===== config.mk =====
export PLATFORM = sky130hd
export DESIGN_NAME = sar_converter_end_flat
export DESIGN_NICKNAME = d
export VERILOG_FILES = /design/src/verilog/sar_link_pkg.sv /design/src/verilog/converter_link_if.sv /design/src/verilog/sar_converter_end.sv /design/src/flat_wrapper.sv
export VERILOG_INCLUDE_DIRS = /design/src /design/src/verilog
export SDC_FILE = /design/constraint.sdc
export NUM_CORES = 1
export LEC_CHECK = 0
export BUFFER_PORTS_ARGS = -buffer_cell sky130_fd_sc_hd__buf_2
export CORE_UTILIZATION = 34
export DETAILED_ROUTE_END_ITERATION = 8
export HOLD_SLACK_MARGIN = 0.03
export MAX_ROUTING_LAYER = met4
export SYNTH_ARGS = -nofsm -noshare
export SYNTH_HDL_FRONTEND = slang
export SYNTH_SLANG_ARGS = --single-unit
export TNS_END_PERCENT = 1

===== constraint.sdc =====
create_clock -name sys_clk -period 4.3 [get_ports sys_clk]
set_input_delay 0.215 -clock sys_clk [delete_from_list [all_inputs] [get_ports sys_clk]]
set_output_delay 0.215 -clock sys_clk [all_outputs]
set_load 0.005 [all_outputs]

===== src/verilog/sar_link_defs.svh =====
/*
 * timing and field constants shared by both ends of the converter link.
 * assumes the system clock period given by CLK_PERIOD_NS.
 */
`ifndef SAR_LINK_DEFS_SVH
`define SAR_LINK_DEFS_SVH

`define CLK_PERIOD_NS        50
`define RESOLUTION_BITS      16
`define CORRECTION_DECISION  10

// bit decision period and the correction step before the tenth decision
`define BIT_TIME_NS          1000
`define CORRECT_TIME_NS      500
`define BIT_CYCLES           ((`BIT_TIME_NS + `CLK_PERIOD_NS - 1) / `CLK_PERIOD_NS)
`define CORRECT_CYCLES       ((`CORRECT_TIME_NS + `CLK_PERIOD_NS - 1) / `CLK_PERIOD_NS)

// host side timing
`define QUIET_AFTER_START_NS 8000
`define START_LOW_NS         1000
`define START_LOW_CYCLES     ((`START_LOW_NS + `CLK_PERIOD_NS - 1) / `CLK_PERIOD_NS)
`define STEP_NS              500
`define STEP_CYCLES          ((`STEP_NS + `CLK_PERIOD_NS - 1) / `CLK_PERIOD_NS)
`define SETTLE_NS            1000000
`define SETTLE_CYCLES        ((`SETTLE_NS + `CLK_PERIOD_NS - 1) / `CLK_PERIOD_NS)
`define SHIFT_HALF_CYCLES    4

`endif


===== src/verilog/sar_link_pkg.sv =====
/*
 * state types of the converter end and the host end.
 * assumes nothing of its surroundings.
 */
package sar_link_pkg;

  typedef enum logic [1:0] {
    conversion_start_n_idle    = 2'h0,
    conversion_start_n_decide  = 2'h1,
    conversion_start_n_correct = 2'h2,
    conversion_start_n_asleep  = 2'h3
  } conversion_start_n_state_type;

  typedef enum logic [3:0] {
    host_idle        = 4'h0,
    host_start       = 4'h1,
    host_wait        = 4'h2,
    host_shift_high  = 4'h3,
    host_shift_low   = 4'h4,
    host_sleep_entry = 4'h5,
    host_asleep      = 4'h6,
    host_wake_step   = 4'h7,
    host_settle      = 4'h8
  } host_state_type;

endpackage : sar_link_pkg


===== src/verilog/converter_link_if.sv =====
/*
 * pins between the converter and its host controller.
 * assumes both ends run from their own clocks; every pin is synchronised on entry.
 */
`timescale 1ns/10ps

interface converter_link_if;
  logic conversion_start_n;
  logic power_down_request;
  logic serial_shift_clock_in;
  logic busy_n;
  logic serial_data;

  modport device_end (
    input  conversion_start_n,
    input  power_down_request,
    input  serial_shift_clock_in,
    output busy_n,
    output serial_data
  );

  modport host_end (
    output conversion_start_n,
    output power_down_request,
    output serial_shift_clock_in,
    input  busy_n,
    input  serial_data
  );
endinterface : converter_link_if


===== src/verilog/sar_converter_end.sv =====
/*
 * converter end: power-down control, successive approximation sequencer with
 * correction before the tenth decision, and serial result shifter.
 * assumes an external comparator that answers on the same clock and a host that
 * keeps the link pins static during the quiet window.
 */
// Summary of operation
// - start low then power-down high enters sleep
// - host exits: start high first, then power-down low
// - power-down rising with start low begins conversion
// - sleep disables analog; reference floats while requested
// - host waits settling time after waking
// - sixteen decisions, most significant bit first
// - set trial bit, clear it if too high
// - correction at tenth decision only, none after
// - host keeps inputs static from 8us to end
// - host releases start early, no mid-conversion clocks
// - tenth bit resolved between 10us and 11us
`timescale 1ns/10ps
`include "sar_link_defs.svh"

module sar_converter_end #(
  parameter int RESOLUTION     = `RESOLUTION_BITS,
  parameter int BIT_CYCLES     = `BIT_CYCLES,
  parameter int CORRECT_CYCLES = `CORRECT_CYCLES
) (
  // clock and reset
  input  wire logic                  sys_clk,
  input  wire logic                  rst,
  // link to the host
  converter_link_if.device_end       link,
  // analog front end
  input  wire logic                  comparator_high,
  output logic      [RESOLUTION-1:0] trial_value,
  output logic                       analog_enable,
  output logic                       reference_hiz,
  // conversion result
  output logic      [RESOLUTION-1:0] result,
  output logic                       result_valid
);

  localparam int IW = $clog2(RESOLUTION);
  localparam int TW = 8;
  localparam logic [IW-1:0] TOP_INDEX = IW'(RESOLUTION - 1);
  localparam logic [IW-1:0] CORRECT_INDEX = IW'(RESOLUTION - `CORRECTION_DECISION);

  generate
    if (RESOLUTION < `CORRECTION_DECISION || BIT_CYCLES < 1 || CORRECT_CYCLES < 1 ||
        BIT_CYCLES >= (1 << TW) || CORRECT_CYCLES >= (1 << TW)) begin : g_bad_params
      $error("sar_converter_end: unsupported parameter values");
    end
  endgenerate

  function automatic logic [RESOLUTION-1:0] bit_weight(input logic [IW-1:0] idx);
    bit_weight = {{(RESOLUTION-1){1'b0}}, 1'b1} << idx;
  endfunction : bit_weight

  // pin synchronisers: stage one, stage two, and a delayed copy for edges
  logic [2:0] sync_first;
  logic [2:0] sync_second;
  logic [2:0] sync_prev;

  always_ff @(posedge sys_clk or posedge rst) begin
    if (rst) begin
      sync_first  <= 3'h1;
      sync_second <= 3'h1;
      sync_prev   <= 3'h1;
    end else begin
      sync_first  <= {link.serial_shift_clock_in, link.power_down_request,
                      link.conversion_start_n};
      sync_second <= sync_first;
      sync_prev   <= sync_second;
    end
  end

  logic start_n;
  logic pd;
  logic start_fall;
  logic pd_rise;
  logic shift_fall;

  assign start_n    = sync_second[0];
  assign pd         = sync_second[1];
  assign start_fall = sync_prev[0] & ~sync_second[0];
  assign pd_rise    = ~sync_prev[1] & sync_second[1];
  assign shift_fall = sync_prev[2] & ~sync_second[2];

  sar_link_pkg::conversion_start_n_state_type state;
  sar_link_pkg::conversion_start_n_state_type next_state;
  logic [TW-1:0]         timer;
  logic [TW-1:0]         next_timer;
  logic [IW-1:0]         bit_index;
  logic [IW-1:0]         next_bit_index;
  logic [RESOLUTION-1:0] approx;
  logic [RESOLUTION-1:0] next_approx;
  logic [RESOLUTION-1:0] shifter;
  logic [RESOLUTION-1:0] next_shifter;
  logic [RESOLUTION-1:0] next_result;
  logic                  next_result_valid;
  logic [RESOLUTION-1:0] next_trial_value;
  logic                  busy;
  logic                  next_busy;

  always_comb begin
    logic [RESOLUTION-1:0] decided;
    logic [RESOLUTION-1:0] prev_weight;
    decided           = approx | bit_weight(bit_index);
    prev_weight       = bit_weight(bit_index + 1'b1);
    next_state        = state;
    next_timer        = timer;
    next_bit_index    = bit_index;
    next_approx       = approx;
    next_shifter      = shifter;
    next_result       = result;
    next_result_valid = 1'b0;
    case (state)
      sar_link_pkg::conversion_start_n_idle: begin
        if (shift_fall) begin
          next_shifter = {shifter[RESOLUTION-2:0], 1'b0};
        end
        if ((start_fall && !pd) || (pd_rise && !start_n)) begin
          next_state     = sar_link_pkg::conversion_start_n_decide;
          next_timer     = '0;
          next_bit_index = TOP_INDEX;
          next_approx    = '0;
        end
      end
      sar_link_pkg::conversion_start_n_decide: begin
        next_timer = timer + 1'b1;
        if (timer == TW'(BIT_CYCLES - 1)) begin
          next_timer = '0;
          if (!comparator_high) begin
            next_approx = decided;
          end
          if (bit_index == '0) begin
            next_result       = comparator_high ? approx : decided;
            next_shifter      = comparator_high ? approx : decided;
            next_result_valid = 1'b1;
            next_state = pd ? sar_link_pkg::conversion_start_n_asleep : sar_link_pkg::conversion_start_n_idle;
          end else begin
            next_bit_index = bit_index - 1'b1;
            if (bit_index - 1'b1 == CORRECT_INDEX) begin
              next_state = sar_link_pkg::conversion_start_n_correct;
            end
          end
        end
      end
      sar_link_pkg::conversion_start_n_correct: begin
        // re-test the result so far; a wrong keep of the bit decided just before (bit 7) is backed out
        next_timer = timer + 1'b1;
        if (timer == TW'(CORRECT_CYCLES - 1)) begin
          next_timer = '0;
          next_state = sar_link_pkg::conversion_start_n_decide;
          if (comparator_high && approx >= prev_weight) begin
            next_approx = approx - prev_weight;
          end
        end
      end
      sar_link_pkg::conversion_start_n_asleep: begin
        if (!pd && start_n) begin
          next_state = sar_link_pkg::conversion_start_n_idle;
        end
      end
      default: begin
        next_state = sar_link_pkg::conversion_start_n_idle;
      end
    endcase
    case (next_state)
      sar_link_pkg::conversion_start_n_decide:  next_trial_value = next_approx | bit_weight(next_bit_index);
      sar_link_pkg::conversion_start_n_correct: next_trial_value = next_approx;
      default:                    next_trial_value = '0;
    endcase
    next_busy = (next_state == sar_link_pkg::conversion_start_n_decide) ||
                (next_state == sar_link_pkg::conversion_start_n_correct);
  end

  always_ff @(posedge sys_clk or posedge rst) begin
    if (rst) begin
      state         <= sar_link_pkg::conversion_start_n_idle;
      timer         <= '0;
      bit_index     <= '0;
      approx        <= '0;
      shifter       <= '0;
      result        <= '0;
      result_valid  <= 1'b0;
      trial_value   <= '0;
      busy          <= 1'b0;
      analog_enable <= 1'b1;
      reference_hiz <= 1'b0;
    end else begin
      state         <= next_state;
      timer         <= next_timer;
      bit_index     <= next_bit_index;
      approx        <= next_approx;
      shifter       <= next_shifter;
      result        <= next_result;
      result_valid  <= next_result_valid;
      trial_value   <= next_trial_value;
      busy          <= next_busy;
      analog_enable <= next_state != sar_link_pkg::conversion_start_n_asleep;
      reference_hiz <= pd;
    end
  end

  assign link.busy_n      = ~busy;
  assign link.serial_data = shifter[RESOLUTION-1];

endmodule : sar_converter_end


===== src/flat_wrapper.sv =====
// flat-port wrapper written by rule: the top's interface ports become plain ports
module sar_converter_end_flat 
#(
  parameter int RESOLUTION     = `RESOLUTION_BITS,
  parameter int BIT_CYCLES     = `BIT_CYCLES,
  parameter int CORRECT_CYCLES = `CORRECT_CYCLES
)
  (sys_clk, rst, comparator_high, trial_value, analog_enable, reference_hiz, result, result_valid, link_conversion_start_n, link_power_down_request, link_serial_shift_clock_in, link_busy_n, link_serial_data);
  converter_link_if link_i ();
  input  wire logic sys_clk;
  input  wire logic rst;
  input  wire logic comparator_high;
  output logic      [RESOLUTION-1:0] trial_value;
  output logic analog_enable;
  output logic reference_hiz;
  output logic      [RESOLUTION-1:0] result;
  output logic result_valid;
  input wire logic [$bits(link_i.conversion_start_n)-1:0] link_conversion_start_n;
  input wire logic [$bits(link_i.power_down_request)-1:0] link_power_down_request;
  input wire logic [$bits(link_i.serial_shift_clock_in)-1:0] link_serial_shift_clock_in;
  output wire logic [$bits(link_i.busy_n)-1:0] link_busy_n;
  output wire logic [$bits(link_i.serial_data)-1:0] link_serial_data;
  assign link_i.conversion_start_n = link_conversion_start_n;
  assign link_i.power_down_request = link_power_down_request;
  assign link_i.serial_shift_clock_in = link_serial_shift_clock_in;
  assign link_busy_n = link_i.busy_n;
  assign link_serial_data = link_i.serial_data;
  sar_converter_end #(.RESOLUTION(RESOLUTION), .BIT_CYCLES(BIT_CYCLES), .CORRECT_CYCLES(CORRECT_CYCLES)) u_core (.sys_clk(sys_clk), .rst(rst), .link(link_i), .comparator_high(comparator_high), .trial_value(trial_value), .analog_enable(analog_enable), .reference_hiz(reference_hiz), .result(result), .result_valid(result_valid));
endmodule

==> flow_summary.toml, run 1 <==
[power]
ir_worst_vdd_mv = 0.228
pwr-share-seq_pct = 38.3
p_leak_uw = 0.00295
combPwrFrac_pct = 31.4
p_total_uw = 2640
p_sw_share_pct = 34.5
power_density_nw_per_um2 = 406
p_clk_share_pct = 30.3
switchingPower_uw = 910
power.internal_uw = 1730

[clocking]
clock-sinks = 90
cts.clk_slew.worst_paths_ns = 0.06
htreeDepth = 3
cts_buffer_depth = 2
clkLatencyLatePin_ns = 0.35
cts-root-buf = "clkbuf_16"
cts-buffers-inserted = 9
cts_tree = "done"

[layout]
fin_area_um2 = 6490
nets = 729
drive_above_1_share_pct = 14.1
syn2layout_area_growth_pct = 14.8

[synthesis]
synth_area_leaders = "dfrtp_1 (38%), ha_1 (7.3%), nand2_1 (4.8%)"
yosysMostFrequentCell = "dfrtp_1"
synth_top_area_share_pct = 38.1
synth_area_per_cell_um2 = 8.79
async_flop_share_pct = 100
syn_nets = 683
yosysSeqAreaShare_pct = 39.9
ys_top_cells_by_count = "dfrtp_1 (86), nand2_1 (72), nor2_1 (60)"
ys_ff_latch = 90
synth_warnings = 0
ys_types = 77
synth_edf_count = 0
synth.cell_area_um2 = 5650
yosys.area.top_type = "dfrtp_1"
synth-main-ff-cell = "dfrtp_1"
netlist_instances = 643

[global_route]
grt_max_degree = 66
antenna_found_initial = 1
grt_pass1_vias = 4894
grt_pass1_wl_mm = 27.5
track_usage_pct = 22.4
overflow = 0

[routing]
drt.antenna.violating_nets = 0
wl_mm = 17.9
vias = 5158
avgRoutedWirePerCell_um = 19.6
dr.pass1.iters = 6
vias_per_cell = 5.66
drt_iter0_drc = 556
drc = 0

[timing]
setup_viol = 0
rsz0062_at_grt = "false"
slew_headroom_pct = 26.4
holdWs_ns = 0.111
finalClockSkew_ns = 0.00551
fin_tns_setup_ns = 0
hold_viol_final = 0
worstMarginPinSlew_ns = 1.10
setup_ws_ns = 0.390
fmax_mhz = 256
final-max-slew-violation-count = 0
layout_worst_path_cycle_share_pct = 90.9
finalCriticalPeriod_ns = 3.91

[floorplan]
die_h_um = 131
core_um2 = 16100
initial_core_util_pct = 35.2
die-area_um2 = 17100
std_cell_rows = 46
die_w_um = 131
boundaryPins = 43

[flow_run]
maxCapViolations = 0

[worst_hold_path]
hold_class = "input port to asynchronous set/reset pin"

[setup_path]
cp-start-kind = "flop"
cp.required_ns = 4.53
critPathKind = "flop to flop"
cp-end-kind = "flop"
cp_max_fo = 13
arrival_ns = 4.14

[placed_design]
gp_congestion = 0.979
hpwlAfterDp_mm = 13.6
place_area_um2 = 6160
preCtsSetupSlack_ns = 0.335
io_buffers = 42

[status]
status = "finished, final reports clean"
## through the flow
step                      std cells  utilization, %
after floorplan                 643               -
after global placement          891            38.3
after detailed placement        891            38.3
after CTS                       910            40.4
after global routing            911            40.4
final                           911            40.4
## kinds of logic (layout without fill, tap and decap cells)
kind of cell	Yosys count	in the layout	share of synthesized area, %
and+or+nand+nor	239	239	20.8
AOI/OAI and AO/OA	199	199	23.8
DFF	90	90	39.9
buffers and inverters	58	109	4.01
adders and majority gates	34	34	7.66
xor gates and xnor gates	15	15	2.32
muxes	8	8	1.57
other	0	1	0
## flip-flops by register name, indices dropped and copies added (netlist names), 3 cells and up
signal and flops:
u_core.timer 8, u_core.sync_prev 3, u_core.trial_value 16, u_core.shifter 16, u_core.sync_first 3, u_core.result 16, u_core.sync_second 3, u_core.approx 16
u_core.bit_index 4
## power groups by stage
stage / Combinational [uW] / Sequential (uW) / Clock, uW
floorplan: 558 / 1010 / 0
CTS: 820 / 1010 / 815
global placement: 803 / 1020 / 0
global route: 914 / 1020 / 848
finish: 827 / 1010 / 800
detailed placement: 817 / 1030 / 0
## per-layer routing
layer,up-vias,global-route usage (%),share of wire (%)
li1,2436,-,-
met1,2471,29.8,45
met2,211,34.0,45
met3,40,4.85,7.6
met4,0,7.03,2.5
met5,-,-,0
## cell usage in the layout (no fill, tap or decap), types with 3 or more instances in the layout
cell type / Yosys / layout
nor2b_1: 12 / 12
a311oi_1: 3 / 3
nand3_1: 22 / 22
a21oi_1: 35 / 35
and3b_1: 3 / 3
o22ai_1: 3 / 3
and2_1: 9 / 9
clkbuf_1: 22 / 3
o21ai_0: 46 / 45
nor3b_1: 4 / 4
dfrtp_1: 86 / 86
ha_1: 33 / 33
inv_1: 30 / 29
buf_2: 4 / 42
o21ai_1: 8 / 9
o21a_1: 14 / 14
and3_1: 9 / 9
o211ai_1: 5 / 5
buf_4: 1 / 18
nand2b_1: 6 / 6
o31a_1: 3 / 3
o221ai_1: 4 / 4
xnor2_1: 8 / 8
nand4_1: 7 / 7
nor2_1: 60 / 60
nor3_1: 16 / 16
a31oi_1: 23 / 23
mux2_2: 7 / 7
a211oi_1: 4 / 4
dfstp_2: 4 / 4
nand2_1: 72 / 72
xor2_1: 7 / 7
o31ai_1: 7 / 7
clkbuf_16: 0 / 9
a21o_1: 8 / 8
dlygate4sd3_1: 0 / 3
## critical path: stages (launching register included)
cell	delay, ns
dfrtp_1	0.46
ha_1	0.28
ha_1	0.40
nor2b_1	0.30
nand2_1	0.10
ha_1	0.44
a21o_1	0.25
a31oi_1	0.23
o221a_2	0.28
a31oi_2	0.09
buf_4	0.21
o21ai_1	0.32
nand2_1	0.12
a31oi_1	0.30
## final cells by class
cell class / count / area, um2
Antenna cell: 1 / 2.50
Sequential cell: 90 / 2260
Clock inverter: 2 / 35.0
Multi-Input combinational cell: 495 / 3170
Tap cell: 216 / 270
Fill cell: 1600 / 9570
Clock buffer: 14 / 264
Timing Repair Buffer: 63 / 375
Inverter: 30 / 114
## what timing repair did
item	4_1_cts	5_1_grt
gates resized for setup	0	1
hold endpoints to repair	3	0
buffers inserted	0	0
setup endpoints to repair	0	1
hold buffers	3	0
## path summary, 6_finish.rpt
kind | startpoint | end | slack, ns | depth (start not counted)
setup / recovery | u_core.bit_index[1] | u_core.trial_value[7] | 0.39 | 13
hold / removal | rst | u_core.shifter[14] | 0.11 | 2
setup reg to reg | u_core.bit_index[1] | u_core.trial_value[7] | 0.39 | 13
hold reg to reg | u_core.sync_first[1] | u_core.sync_second[1] | 0.35 | 0
max in group asynchronous | rst | u_core.trial_value[2] | 3.23 | 3
min in group sys_clk | u_core.sync_first[1] | u_core.sync_second[1] | 0.35 | 0
Power figures use the tool's default switching activity.
==> run 2, diff against run 1 <==
--- a/config.mk
+++ b/config.mk
@@ -8,4 +8,5 @@
 export LEC_CHECK = 0
 export BUFFER_PORTS_ARGS = -buffer_cell sky130_fd_sc_hd__buf_2
+export CORE_ASPECT_RATIO = 2
 export CORE_UTILIZATION = 34
 export DETAILED_ROUTE_END_ITERATION = 8
==> constraint.sdc (replaced) <==
create_clock -name sys_clk -period 4.3 [get_ports sys_clk]
set_input_delay 0.215 -clock sys_clk [delete_from_list [all_inputs] [get_ports sys_clk]]
set_output_delay 0.215 -clock sys_clk [all_outputs]
set_load 0.1 [all_outputs]
==> run 2 against run 1 <==
Cell count shrank 1.1%. Count of clock-buffer cells in the layout shrank 3. Sequential power is essentially flat. Clock power shrank 0.6%. Combinational power grew 12%. Final area is essentially flat. Global-route usage grew 3.7 points. Die area grew 0.18%. Sequential cell count is the same.
==> flow_summary.toml, run 2 (same netlist as run 1, synthesis figures left out) <==
[routing]
drt_iter0_drc = 369
vias_per_cell = 5.93
avgRoutedWirePerCell_um = 22.8
dr.pass1.iters = 6
drc = 0
drt.antenna.violating_nets = 0
wl_mm = 20.6
vias = 5346

[global_route]
overflow = 0
antenna_found_initial = 0
track_usage_pct = 26.2
grt_pass1_vias = 5293
grt_max_degree = 57
grt_pass1_wl_mm = 31.6

[layout]
layout_common_cells = "dfrtp_1 (86), nand2_1 (72), nor2_1 (60)"
multi_input_area_um2 = 3170
nets = 732
final_common_cell = "dfrtp_1"
antennaDiodeCount = 0
drive_above_1_share_pct = 14.5
register_area_um2 = 2260
syn2layout_area_growth_pct = 14.8
fillers = 1646

[placed_design]
io_buffers = 42
preCtsSetupSlack_ns = 0.437
hpwlAfterDp_mm = 16.0
gp_congestion = 1.05

[timing]
setup_viol = 0
setup_ws_ns = 0.344
final-max-slew-violation-count = 0
fmax_mhz = 253
rsz0062_at_grt = "false"
layout_worst_path_cycle_share_pct = 92.0
finalCriticalPeriod_ns = 3.96
worstMarginPinSlew_ns = 1.02
fin_tns_setup_ns = 0
slew_headroom_pct = 31.6
finalClockSkew_ns = 0.00936
hold_viol_final = 0

[clocking]
cts-buffers-inserted = 9
clock-sinks = 90
cts_buffer_depth = 2
cts.clk_slew.worst_paths_ns = 0.06
clkLatencyLatePin_ns = 0.35
htreeDepth = 3
cts-root-buf = "clkbuf_16"
cts_tree = "done"

[status]
status = "finished, final reports clean"

[setup_path]
cp_max_fo = 7
cp-end-kind = "flop"
path_cells = "ha_1 > ha_1 > nor2b_1 > nand2_1 > ha_1 > a2111oi_0 > a21oi_1 > o2111a_1 > a211oi_1 > nand2_1 > a221oi_1 > a211oi_2"
cp.required_ns = 4.52
cp_slowest_cell = "a211oi_1"
critPathMaxStageDelay_ns = 0.52
arrival_ns = 4.18
path_delay_family = "compound AO/OA/AOI/OAI gates"
cp-start-kind = "flop"
critPathKind = "flop to flop"
path_common_cell = "ha_1"
critPathBufInv = 0

[floorplan]
die_h_um = 184
initial_core_util_pct = 34.8
die-area_um2 = 17200
std_cell_rows = 66
die_w_um = 93.2
core_um2 = 16300
boundaryPins = 43

[power]
ir_worst_vdd_mv = 0.235
p_leak_uw = 0.00295
power_density_nw_per_um2 = 421

[flow_run]
maxCapViolations = 0

[worst_hold_path]
hold_class = "flop to flop"
[run 2: worst paths after layout]
path,from,to,slack (ns),cells past startpoint
worst max register to register,u_core.bit_index[1],u_core.trial_value[9],0.34,12
min in group asynchronous,rst,u_core.result_valid,0.48,3
worst max-delay path,u_core.bit_index[1],u_core.trial_value[9],0.34,12
worst min register to register,u_core.sync_first[2],u_core.sync_second[2],0.35,0
worst min-delay path,u_core.sync_first[2],u_core.sync_second[2],0.35,0
max in group asynchronous,rst,u_core.trial_value[7],2.62,4
[run 2: through the flow]
| step | utilization [%] | std cells | total power [uW] | hold WS, ns | area [um2] |
|---|---|---|---|---|---|
| after CTS | 39.9 | 901 | 2750 | 0.353 | 6490 |
| final | 39.9 | 901 | 2730 | 0.350 | 6490 |
| after detailed placement | 37.8 | 881 | 1940 | 0.322 | 6160 |
| after global placement | 37.8 | 881 | 1920 | 0.300 | 6160 |
| after global routing | 39.9 | 901 | 2890 | 0.355 | 6490 |
| after floorplan | - | 643 | 1660 | 0.219 | 5650 |
[run 2: routing by layer]
metal | global-route usage, % | vias up | share of wire, %
li1 | - | 2440 | -
met4 | 22.6 | 0 | 10
met3 | 4.13 | 95 | 4.2
met5 | - | - | 0
met2 | 44.3 | 179 | 52
met1 | 25.5 | 2632 | 34
[run 2: where the power goes]
group / leakage, uW / switching [uW] / total (uW) / internal (uW)
Sequential: 0.00109 / 59.5 / 1010 / 951
Combinational: 0.00172 / 631 / 930 / 298
Clock: 0.000136 / 341 / 795 / 454
[run 2: cell type report]
| class | count | area share, % |
|---|---|---|
| Multi-Input combinational cell | 495 | 48.8 |
| Sequential cell | 90 | 34.8 |
| Timing Repair Buffer | 66 | 6.17 |
| Tap cell | 204 | 3.93 |
| Clock buffer | 11 | 3.58 |
| Inverter | 30 | 1.75 |
| Clock inverter | 5 | 0.964 |
[run 2: repair_timing]
item	CTS	global route
gates resized for setup	0	0
buffers inserted	0	0
hold endpoints to repair	37	0
hold buffers	4	0
==> run 3, diff against run 2 <==
CORE_UTILIZATION = 55   (was 34)
PLACE_DENSITY = 0.74   (was default)
==> run 3 against run 2 <==
Critical endpoint is now u_core.trial_value[15]. Register-to-register slack worse by 0.06 ns. Highest routed layer unchanged. Critical path type unchanged. Via count is 1.7% higher. Combinational power is 1% lower.
==> flow_summary.toml, run 3 (same netlist as run 1, synthesis figures left out) <==
[status]
status = "finished, final reports clean"

[global_route]
antenna_found_initial = 0
grt_max_degree = 67
grt_pass1_vias = 5285
track_usage_pct = 39.6
overflow = 0
grt_pass1_wl_mm = 29.4

[routing]
drt.antenna.violating_nets = 0
avgRoutedWirePerCell_um = 24.0
dr.pass1.iters = 5
drt_iter0_drc = 466
drc = 0
wl_mm = 19.9
vias_per_cell = 6.56
vias = 5439

[clocking]
cts-root-buf = "clkbuf_16"
post_cts_buffers = 0
cts-buffers-inserted = 9
htreeDepth = 3
clock-sinks = 90
cts.clk_slew.worst_paths_ns = 0.07
cts_tree = "done"
cts_buffer_depth = 2
clkLatencyLatePin_ns = 0.35

[power]
ir_worst_vdd_mv = 0.373
power_density_nw_per_um2 = 420
p_leak_uw = 0.00294

[setup_path]
arrival_ns = 4.25
cp-end-kind = "flop"
cp_max_fo = 15
cp.required_ns = 4.53
critPathKind = "flop to flop"
cp-start-kind = "flop"

[layout]
nets = 729
antennaDiodeCount = 0
fillers = 881
fin_util_pct = 63.2
instances_no_fill = 829
final_common_cell = "dfrtp_1"
drive_above_1_share_pct = 14.6
syn2layout_area_growth_pct = 12.7
layout_common_cells = "dfrtp_1 (86), nand2_1 (72), nor2_1 (60)"

[placed_design]
io_buffers = 42
place_inst = 809
hpwlAfterDp_mm = 15.1
gp_congestion = 1.03

[floorplan]
boundaryPins = 43
core_um2 = 10100
die_h_um = 145
initial_core_util_pct = 56.1
die_w_um = 73.7
die-area_um2 = 10700
std_cell_rows = 52

[timing]
fmax_mhz = 249
worstMarginPinSlew_ns = 0.884
slew_headroom_pct = 40.5
layout_worst_path_cycle_share_pct = 93.4
fin_tns_setup_ns = 0
rsz0062_at_grt = "false"
hold_viol_final = 0
finalClockSkew_ns = 0.00824
finalCriticalPeriod_ns = 4.02
setup_viol = 0
final-max-slew-violation-count = 0

[worst_hold_path]
hold_class = "flop to flop"

[flow_run]
maxCapViolations = 0
## run 3: what timing repair did
item / 4_1_cts / 5_1_grt
setup endpoints to repair: 0 / 1
endpoints found under the hold margin: 27 / 0
hold buffers: 4 / 0
resized for setup: 0 / 1
## run 3: final cells by class
type	instances	area [um2]	share of cell area [%]
inverter	30	114	1.79
clock buffer	9	225	3.53
clock inverter	7	51.3	0.805
multi-input combinational	495	3180	49.9
tap	135	169	2.65
timing repair buffer	63	378	5.93
sequential	90	2260	35.4
## run 3: critical path, cell delays in order, from the launching register on
cell       delay [ns]
dfrtp_1          0.64
nand3_1          0.15
xor2_1           0.34
nor2b_1          0.36
nand2_1          0.10
ha_1             0.39
a2111oi_0        0.45
a21oi_1          0.17
o21ai_1          0.16
nor2_1           0.15
or4_1            0.48
a41o_1           0.30
o21a_1           0.21
## run 3: where the power goes
group / internal (uW) / switching (uW)
registers: 950 / 60.2
clock network: 396 / 349
logic: 294 / 625
total: 1640 / 1030
## run 3: final timing paths
check                                          start                      to  slack (ns)  depth (start not counted)
worst min register to register  u_core.sync_first[1]   u_core.sync_second[1]        0.36                          0
min in group asynchronous                        rst       u_core.result[14]        0.42                          3
worst min-delay path            u_core.sync_first[1]   u_core.sync_second[1]        0.36                          0
worst max register to register   u_core.bit_index[2]  u_core.trial_value[15]        0.28                         12
worst max-delay path             u_core.bit_index[2]  u_core.trial_value[15]        0.28                         12
max in group asynchronous                        rst        u_core.approx[7]        2.71                          4
## run 3: metal layers
metal | wire (um) | global-route usage, %
met1 | 6770 | 40.6
met2 | 9860 | 63.8
met3 | 1280 | 7.41
met4 | 1950 | 31.7
met5 | 0 | -
## run 3: metrics by stage
step                      total power [uW]  hold WS, ns  worst slack, ns  area [um2]
final                                 2670        0.357            0.284        6370
after global placement                1890        0.227            0.494        6050
after CTS                             2670        0.356            0.307        6360
after floorplan                       1660        0.219            0.713        5650
after detailed placement              1920        0.231            0.325        6050
after global routing                  2790        0.359           0.0896        6370
